`config.mk`:
```
export PLATFORM = sky130hd
export DESIGN_NAME = smc_sleep_sequencer
export DESIGN_NICKNAME = d
export VERILOG_FILES = /design/src/pkg/smc_pkg.sv /design/src/rtl/smc_sleep_sequencer.sv
export SDC_FILE = /design/constraint.sdc
export NUM_CORES = 1
export LEC_CHECK = 0
export ABC_AREA = 1
export BUFFER_PORTS_ARGS = -buffer_cell sky130_fd_sc_hd__buf_2
export CORE_MARGIN = 2
export CORE_UTILIZATION = 44
export CTS_BUF_LIST = sky130_fd_sc_hd__clkbuf_8
export CTS_CLUSTER_SIZE = 8
export DETAILED_ROUTE_END_ITERATION = 12
export PLACE_DENSITY = 0.78
export SLEW_MARGIN = 5
export SYNTH_ARGS = -nofsm -noshare
export SYNTH_HDL_FRONTEND = slang
export SYNTH_SLANG_ARGS = --single-unit
```
`constraint.sdc`:
```
create_clock -name ref_clk -period 1.46 [get_ports ref_clk]
set_input_delay 0.073 -clock ref_clk [delete_from_list [all_inputs] [get_ports ref_clk]]
set_output_delay 0.073 -clock ref_clk [all_outputs]
set_load 0.005 [all_outputs]
```
`src/pkg/smc_pkg.sv`:
```
package smc_pkg;
  localparam logic [1:0] MODE_IDLE = 2'h0;
  localparam logic [1:0] MODE_STANDBY = 2'h1;
  localparam logic [1:0] MODE_POWER_DOWN = 2'h2;
  localparam int CTRL_EN_POS = 0;
  localparam int CTRL_MODE_POS = 1;
  localparam logic [2:0] CTRL_RESET = 3'h0;
  localparam logic [1:0] BROWNOUT_WAIT_READY = 2'h3;
  localparam int WAKE_CLK_CYCLES = 6;
  localparam int WAKE_CNT_W = 4;

  typedef enum logic [1:0] {
    SMC_ACTIVE,
    SMC_SLEEP,
    SMC_WAKING
  } smc_state_t;

  // wake interrupt sources, each already gated by its own enable
  typedef struct packed {
    logic pinChange;
    logic extInt;
    logic twoWireAddrMatch;
    logic periodicTimer;
    logic voltageMonitor;
    logic configLogic;
    logic configLogicNoClk;
    logic serialStartFrame;
    logic timerB;
    logic adcWindow;
    logic comparator;
    logic rtc;
    logic other;
  } smc_wake_src_t;

  // run-in-standby settings of peripherals and clock sources
  typedef struct packed {
    logic rtc;
    logic configLogic;
    logic adc;
    logic timerB;
    logic serial;
    logic comparator;
    logic mainOsc;
    logic rtcOsc;
  } smc_standby_t;

  // clock and run gates towards the system
  typedef struct packed {
    logic cpuClk;
    logic peripheralClock;
    logic rtcRun;
    logic configLogicRun;
    logic adcRun;
    logic timerBRun;
    logic mainOscOn;
    logic rtcOscOn;
  } smc_gates_t;
endpackage

```
`src/rtl/smc_sleep_sequencer.sv`:
```
`timescale 1ns/1ps
// Functional notes
// - active mode plus idle, standby, power-down
// - sleep halts cpu; interrupt wakes, resumes
// - any reset leaves sleep, restarts at vector
// - registers and memory retained while asleep
// - no enabled interrupt: only reset or debug break wakes
// - idle stops cpu clock, any interrupt wakes
// - standby keeps peripherals per run-in-standby
// - power-down keeps monitor, watchdog, periodic timer
// - peripheral clock only in idle
// - main oscillator gating per sleep mode
// - wake sources qualified per sleep mode
// - configurable logic wakes power-down only clockless
// - wake takes six clocks plus oscillator start
// - power-down clocks off except low-power ones
// - fuse 0x3 waits for brown-out monitor ready
// - mode codes idle 0, standby 1, power-down 2
// - debug break wakes to active mode
module smc_sleep_sequencer #(
  parameter int WAKE_CYCLES = smc_pkg::WAKE_CLK_CYCLES
) (
  input wire logic ref_clk,
  input wire logic rstn,
  input wire logic [2:0] ctrlWrData,
  input wire logic ctrlWrEn,
  input wire logic sleepInstr,
  input wire smc_pkg::smc_wake_src_t wakeSrc,
  input wire smc_pkg::smc_standby_t runInStandby,
  input wire logic debugBreak,
  input wire logic oscReady,
  input wire logic [1:0] brownoutConfigFuse,
  input wire logic brownoutReady,
  output logic [2:0] ctrlRdData,
  output smc_pkg::smc_gates_t gates,
  output logic asleep,
  output logic [1:0] activeSleepMode,
  output logic wakeDone
);
  logic sleepEnableBit;
  logic [1:0] sleepModeSelect;
  logic next_sleepEnableBit;
  logic [1:0] next_sleepModeSelect;
  smc_pkg::smc_state_t state;
  smc_pkg::smc_state_t next_state;
  logic [1:0] mode;
  logic [1:0] next_mode;
  logic [smc_pkg::WAKE_CNT_W-1:0] wakeCnt;
  logic [smc_pkg::WAKE_CNT_W-1:0] next_wakeCnt;
  smc_pkg::smc_gates_t next_gates;
  logic wakeReq;
  logic needOsc;
  logic countDone;

  // qualify one wake source against the mode in force
  function automatic logic wakeAllowed(input logic [1:0] m, input logic canIdle,
                                       input logic canStandby, input logic canPowerDown);
    wakeAllowed = (m == smc_pkg::MODE_IDLE) ? canIdle :
                  (m == smc_pkg::MODE_STANDBY) ? canStandby :
                  (m == smc_pkg::MODE_POWER_DOWN) ? canPowerDown : 1'b0;
  endfunction

  always_comb
  begin
    next_sleepEnableBit = sleepEnableBit;
    next_sleepModeSelect = sleepModeSelect;
    if (ctrlWrEn)
    begin
      next_sleepEnableBit = ctrlWrData[smc_pkg::CTRL_EN_POS];
      next_sleepModeSelect = ctrlWrData[smc_pkg::CTRL_MODE_POS +: 2];
    end
  end

  always_ff @(posedge ref_clk or negedge rstn)
  begin
    if (!rstn)
    begin
      sleepEnableBit <= smc_pkg::CTRL_RESET[smc_pkg::CTRL_EN_POS];
      sleepModeSelect <= smc_pkg::CTRL_RESET[smc_pkg::CTRL_MODE_POS +: 2];
    end
    else
    begin
      sleepEnableBit <= next_sleepEnableBit;
      sleepModeSelect <= next_sleepModeSelect;
    end
  end

  assign ctrlRdData = {sleepModeSelect, sleepEnableBit};

  always_comb
  begin
    wakeReq = 1'b0;
    wakeReq = wakeReq | wakeSrc.pinChange | wakeSrc.extInt | wakeSrc.twoWireAddrMatch | wakeSrc.periodicTimer;
    wakeReq = wakeReq | wakeAllowed(mode, 1'b1, 1'b1, 1'b1) & wakeSrc.voltageMonitor;
    wakeReq = wakeReq | wakeAllowed(mode, 1'b1, runInStandby.configLogic, wakeSrc.configLogicNoClk)
              & wakeSrc.configLogic;
    wakeReq = wakeReq | wakeAllowed(mode, 1'b1, runInStandby.serial, 1'b0) & wakeSrc.serialStartFrame;
    wakeReq = wakeReq | wakeAllowed(mode, 1'b1, runInStandby.timerB, 1'b0) & wakeSrc.timerB;
    wakeReq = wakeReq | wakeAllowed(mode, 1'b1, runInStandby.adc, 1'b0) & wakeSrc.adcWindow;
    wakeReq = wakeReq | wakeAllowed(mode, 1'b1, runInStandby.comparator, 1'b0) & wakeSrc.comparator;
    wakeReq = wakeReq | wakeAllowed(mode, 1'b1, runInStandby.rtc, 1'b0) & wakeSrc.rtc;
    wakeReq = wakeReq | wakeAllowed(mode, 1'b1, 1'b0, 1'b0) & wakeSrc.other;
  end

  assign needOsc = (mode != smc_pkg::MODE_IDLE) && !(mode == smc_pkg::MODE_STANDBY && runInStandby.mainOsc);
  assign countDone = (wakeCnt == smc_pkg::WAKE_CNT_W'(WAKE_CYCLES - 1));

  always_comb
  begin
    next_state = state;
    next_mode = mode;
    next_wakeCnt = wakeCnt;
    case (state)
      smc_pkg::SMC_ACTIVE:
      begin
        next_wakeCnt = '0;
        // sleep instruction with enable; reserved code refused
        if (sleepInstr && sleepEnableBit && sleepModeSelect != 2'h3)
        begin
          next_state = smc_pkg::SMC_SLEEP;
          next_mode = sleepModeSelect;
        end
      end
      smc_pkg::SMC_SLEEP:
      begin
        // nothing enabled keeps it here; break wakes
        if (wakeReq || debugBreak)
        begin
          next_state = smc_pkg::SMC_WAKING;
        end
      end
      smc_pkg::SMC_WAKING:
      begin
        if (!countDone && (oscReady || !needOsc))
        begin
          next_wakeCnt = wakeCnt + 1'b1;
        end
        if (countDone && (brownoutConfigFuse != smc_pkg::BROWNOUT_WAIT_READY || brownoutReady))
        begin
          next_state = smc_pkg::SMC_ACTIVE;
        end
      end
      default:
      begin
        next_state = smc_pkg::SMC_ACTIVE;
      end
    endcase
  end

  always_ff @(posedge ref_clk or negedge rstn)
  begin
    if (!rstn)
    begin
      state <= smc_pkg::SMC_ACTIVE;
      mode <= smc_pkg::MODE_IDLE;
      wakeCnt <= '0;
    end
    else
    begin
      state <= next_state;
      mode <= next_mode;
      wakeCnt <= next_wakeCnt;
    end
  end

  // clock gates per mode; oscillator requested again during wake
  always_comb
  begin
    next_gates = '1;
    if (next_state == smc_pkg::SMC_SLEEP)
    begin
      // cpu halted; nothing is reset so state is kept
      next_gates.cpuClk = 1'b0;
      case (next_mode)
        smc_pkg::MODE_STANDBY:
        begin
          next_gates.peripheralClock = 1'b0;
          next_gates.rtcRun = runInStandby.rtc;
          next_gates.configLogicRun = runInStandby.configLogic;
          next_gates.adcRun = runInStandby.adc;
          next_gates.timerBRun = runInStandby.timerB;
          next_gates.mainOscOn = runInStandby.mainOsc;
          next_gates.rtcOscOn = runInStandby.rtcOsc;
        end
        smc_pkg::MODE_POWER_DOWN:
        begin
          next_gates.peripheralClock = 1'b0;
          next_gates.rtcRun = 1'b0;
          next_gates.configLogicRun = 1'b0;
          next_gates.adcRun = 1'b0;
          next_gates.timerBRun = 1'b0;
          next_gates.mainOscOn = 1'b0;
          next_gates.rtcOscOn = 1'b1;
        end
        default:
        begin
          next_gates.cpuClk = 1'b0;
        end
      endcase
    end
    else if (next_state == smc_pkg::SMC_WAKING)
    begin
      next_gates.cpuClk = 1'b0;
    end
  end

  always_ff @(posedge ref_clk or negedge rstn)
  begin
    if (!rstn)
    begin
      gates <= '1;
      wakeDone <= 1'b0;
    end
    else
    begin
      gates <= next_gates;
      wakeDone <= (state == smc_pkg::SMC_WAKING) && (next_state == smc_pkg::SMC_ACTIVE);
    end
  end

  assign asleep = (state != smc_pkg::SMC_ACTIVE);
  assign activeSleepMode = mode;

  property p_idle_peripherals;
    @(posedge ref_clk) disable iff (!rstn)
      (state == smc_pkg::SMC_SLEEP && mode == smc_pkg::MODE_IDLE) |-> gates.peripheralClock && !gates.cpuClk;
  endproperty
  a_idle_peripherals: assert property (p_idle_peripherals) else $error("idle gating wrong");

  property p_power_down_off;
    @(posedge ref_clk) disable iff (!rstn)
      (state == smc_pkg::SMC_SLEEP && mode == smc_pkg::MODE_POWER_DOWN) |-> !gates.mainOscOn && !gates.peripheralClock;
  endproperty
  a_power_down_off: assert property (p_power_down_off) else $error("power-down clock left on");

  property p_enter;
    @(posedge ref_clk) disable iff (!rstn)
      (state == smc_pkg::SMC_ACTIVE && sleepInstr && sleepEnableBit && sleepModeSelect != 2'h3)
      |=> state == smc_pkg::SMC_SLEEP && mode == $past(sleepModeSelect);
  endproperty
  a_enter: assert property (p_enter) else $error("sleep not entered");

  property p_no_enable;
    @(posedge ref_clk) disable iff (!rstn)
      (state == smc_pkg::SMC_ACTIVE && !sleepEnableBit) |=> state == smc_pkg::SMC_ACTIVE;
  endproperty
  a_no_enable: assert property (p_no_enable) else $error("slept without enable");

  property p_stay;
    @(posedge ref_clk) disable iff (!rstn)
      (state == smc_pkg::SMC_SLEEP && !wakeReq && !debugBreak) |=> state == smc_pkg::SMC_SLEEP;
  endproperty
  a_stay: assert property (p_stay) else $error("woke with no source");

  property p_break;
    @(posedge ref_clk) disable iff (!rstn)
      (state == smc_pkg::SMC_SLEEP && debugBreak) |=> state == smc_pkg::SMC_WAKING;
  endproperty
  a_break: assert property (p_break) else $error("break did not wake");

  property p_idle_wake_time;
    @(posedge ref_clk) disable iff (!rstn)
      (state == smc_pkg::SMC_SLEEP && mode == smc_pkg::MODE_IDLE && wakeReq
       && brownoutConfigFuse != smc_pkg::BROWNOUT_WAIT_READY) |-> ##[1:7] wakeDone;
  endproperty
  a_idle_wake_time: assert property (p_idle_wake_time) else $error("idle wake too slow");

  property p_monitor_wait;
    @(posedge ref_clk) disable iff (!rstn)
      (state == smc_pkg::SMC_WAKING && brownoutConfigFuse == smc_pkg::BROWNOUT_WAIT_READY && !brownoutReady)
      |=> state != smc_pkg::SMC_ACTIVE;
  endproperty
  a_monitor_wait: assert property (p_monitor_wait) else $error("woke before monitor ready");

  // judged on the raw sources, so a wrongly qualified source cannot hide behind wakeReq
  property p_power_down_src;
    @(posedge ref_clk) disable iff (!rstn)
      (state == smc_pkg::SMC_SLEEP && mode == smc_pkg::MODE_POWER_DOWN && !debugBreak
       && !(wakeSrc.pinChange || wakeSrc.extInt || wakeSrc.twoWireAddrMatch || wakeSrc.periodicTimer
       || wakeSrc.voltageMonitor || (wakeSrc.configLogic && wakeSrc.configLogicNoClk)))
      |=> state == smc_pkg::SMC_SLEEP;
  endproperty
  a_power_down_src: assert property (p_power_down_src) else $error("power-down woken by other");

  c_idle: cover property (@(posedge ref_clk) disable iff (!rstn) wakeDone && mode == smc_pkg::MODE_IDLE);
  c_standby: cover property (@(posedge ref_clk) disable iff (!rstn) wakeDone && mode == smc_pkg::MODE_STANDBY);
  c_power_down: cover property (@(posedge ref_clk) disable iff (!rstn) wakeDone && mode == smc_pkg::MODE_POWER_DOWN);
  c_break: cover property (@(posedge ref_clk) disable iff (!rstn) state == smc_pkg::SMC_SLEEP && debugBreak);
endmodule // smc_sleep_sequencer

```
==> metrics.cfg <==
[cts]
h-tree-depth = 1
clock_path_buffers = 2
cts_tree = yes
clock_latency_ns = 0.27
cts-root-buf = clkbuf_8
cts_sinks = 20
path_clk_slew_ns = 0.08
cts_buffers = 3

[synthesis]
ys_seq_area_frac = 0.451
netlist_area_um2 = 1130
syn_inst = 135
synth_top_cell_area_share = 0.265
synth_ff_type = dfrtp_1
syn_area_per_cell_um2 = 8.38
synth_commonest_cells = nand2_1 (29), inv_1 (25), dfrtp_1 (12), nor2_1 (11)
synth_top_area_cell = dfrtp_1
synth_warnings = 0
yosysMostFrequentCell = nand2_1
syn-num-nets = 173
synthArstFlopShare = 1.00
synth-edff-count = 0
synth.area.top_cells = dfrtp_1 (27%), dfstp_2 (19%), nand2_1 (9.6%)
synthDistinctLibCells = 28
synth-seq-cells = 20

[worst_setup_path]
cp_slowest_cell = dfrtp_2
crit_cells = 9
critPathLaunch = activeSleepMode[0]
r2r_slack_ns = -0.22
crit_path_max_incr_delay_ns = 0.46
crit_path_max_fanout = 8
worstSetupEndpointType = register
rr_endpoint = gates[4]
r2r-start = activeSleepMode[0]
worst-path-buf-inv = 0
endpoint = gates[4]
critPathLaunchType = register
crit_required_ns = 1.66
cp_data_arrival_time_ns = 1.88
critical_path_class = register to register
ff2ff_path_depth = 9
path_cells = nand2_1 > nand2_1 > nand3_1 > nand2_1 > nand3_4 > a21oi_2 > ha_2 > o21a_4 > o21ai_1
crit_path_frequent_cell = nand2_1
critPathTopFamily = simple AND/OR/NAND/NOR gates

[sta]
final.setup.tns_ns = -1.62
fin_skew_ns = 0.00126
rsz0062_at_grt = yes
setup_ws_ns = -0.221
period_needed_ns = 1.68
relSlewSlack = 0.693
setup_violations = 10
finalCritPeriodShare = 1.15
final_max_slew_viol_count = 0
tightest_slew_ns = 0.460
hold_viol = 0
fmax_mhz = 595

[run_status]
violations = negative setup slack
status = complete, but fails checks

[finish]
areaGrowthSynthToFinish_pct = 70.4
multi_input_area_um2 = 642
drive_gt1_frac = 0.632
fill_cells = 160
diodes = 0
nets = 262
seq_area_um2 = 512

[drt]
wl_per_cell_um = 16.9
vias_per_cell = 5.16
drt-total-wl_um = 4270
drt_iter0_markers = 36
antenna_left = 0
vias = 1305
dr.pass1.iters = 4
drcViolationCount = 0

[pwr]
power_density_nw_per_um2 = 1610
p_leak_nw = 0.996
irDropWorstVdd_mv = 1.13

[grt]
grt_max_degree = 21
globalRouteOverflowTotal = 0
grt_pass1_vias = 1279
antenna_found_initial = 0
track_usage = 0.279
grt_first_pass_wirelength_um = 5710

[die]
ioPinCount = 48
rows = 18
dieArea_um2 = 2990
die_h_um = 54.7
core_region_area_um2 = 2450
start_util = 0.461
fp.dieW_um = 54.7

[placement]
io_buffers = 47
pre_cts_slack_ns = -0.190
hpwl_um = 2120
gp_congestion = 0.898

[min_path]
hp-class = primary input to register
hold_start = ctrlWrData[0]

[run]
maxCapViolCount = 0

## worst min path at each step
| stage | end | slack (ns) | depth (start not counted) |
|---|---|---|---|
| 2_1_floorplan | activeSleepMode[0] | -0.22 | 0 |
| 3_3_place_gp | wakeCnt[2] | 0.03 | 1 |
| 3_5_place_dp | wakeDone | 0.04 | 1 |
| 4_1_cts | sleepEnableBit | 0.01 | 3 |
| 5_1_grt | sleepEnableBit | 0.03 | 3 |
| 6_report | sleepEnableBit | 0.004 | 3 |
## what timing repair did
| action | CTS | global route |
|---|---|---|
| setup endpoints to repair | 7 | 10 |
| setup buffers | 14 | 4 |
| hold endpoints to repair | 12 | 0 |
| hold buffers | 1 | 0 |
| pin swaps | 12 | 4 |
| gates resized for setup | 22 | 22 |
## tightest hold or removal path, stage by stage
cell and delay [ns]:
buf_2 0.07, nand2_1 0.03, o21ai_0 0.06
## report_power, final
part | total (mW) | switching [mW] | internal, mW
clock network | 0.573 | 0.207 | 0.367
logic | 1.74 | 0.888 | 0.848
registers | 0.800 | 0.110 | 0.690
## per-stage QoR
stage	hold WS [ns]	utilization	power, mW	instance area (um2)	cells
after global placement	0.0286	0.634	1.78	1560	231
after detailed placement	0.0416	0.634	1.82	1560	231
after global routing	0.0268	0.785	3.22	1930	253
final	0.00443	0.785	3.11	1930	253
after floorplan	-0.223	-	1.36	1140	135
after CTS	0.0150	0.739	2.68	1810	250
## cell usage in the layout (no fill, tap or decap), drive strengths merged, types with 2 or more instances in the layout
| master | count |
|---|---|
| dfrtp | 12 |
| o21ai | 12 |
| nor2 | 14 |
| nand2 | 34 |
| dfstp | 8 |
| inv | 28 |
| buf | 84 |
| ha | 5 |
| a21oi | 2 |
| nand3 | 11 |
| clkbuf | 3 |
## cell type report
class                   instances  share of cell area
clock buffers                   3              0.0214
inverters                      28              0.0558
multi-input cells              86               0.333
clock inverters                 1              0.0156
repair buffers                 85               0.289
flip-flops and latches         20               0.266
well taps                      30              0.0195
## cells by family after synthesis
group | count (synthesis) | synth area share
mux | 1 | 0.00885
compound gates | 19 | 0.111
flops | 20 | 0.451
simple gates | 59 | 0.259
fa+ha+maj | 5 | 0.0553
xor+xnor | 2 | 0.0155
buf+inv | 29 | 0.0996
## registers in the layout, indices dropped and copies added, names as in the netlist
register / cells
activeSleepMode: 2
gates: 8
sleepEnableBit: 1
sleepModeSelect: 2
state: 2
wakeCnt: 4
wakeDone: 1
## routing by layer
layer  GRT usage  part of all wire
met1       0.307              0.37
met2       0.532              0.54
met4       0.129             0.033
met5           0                 0
met3      0.0219             0.055
No activity file was read; power rests on OpenSTA's default activity.
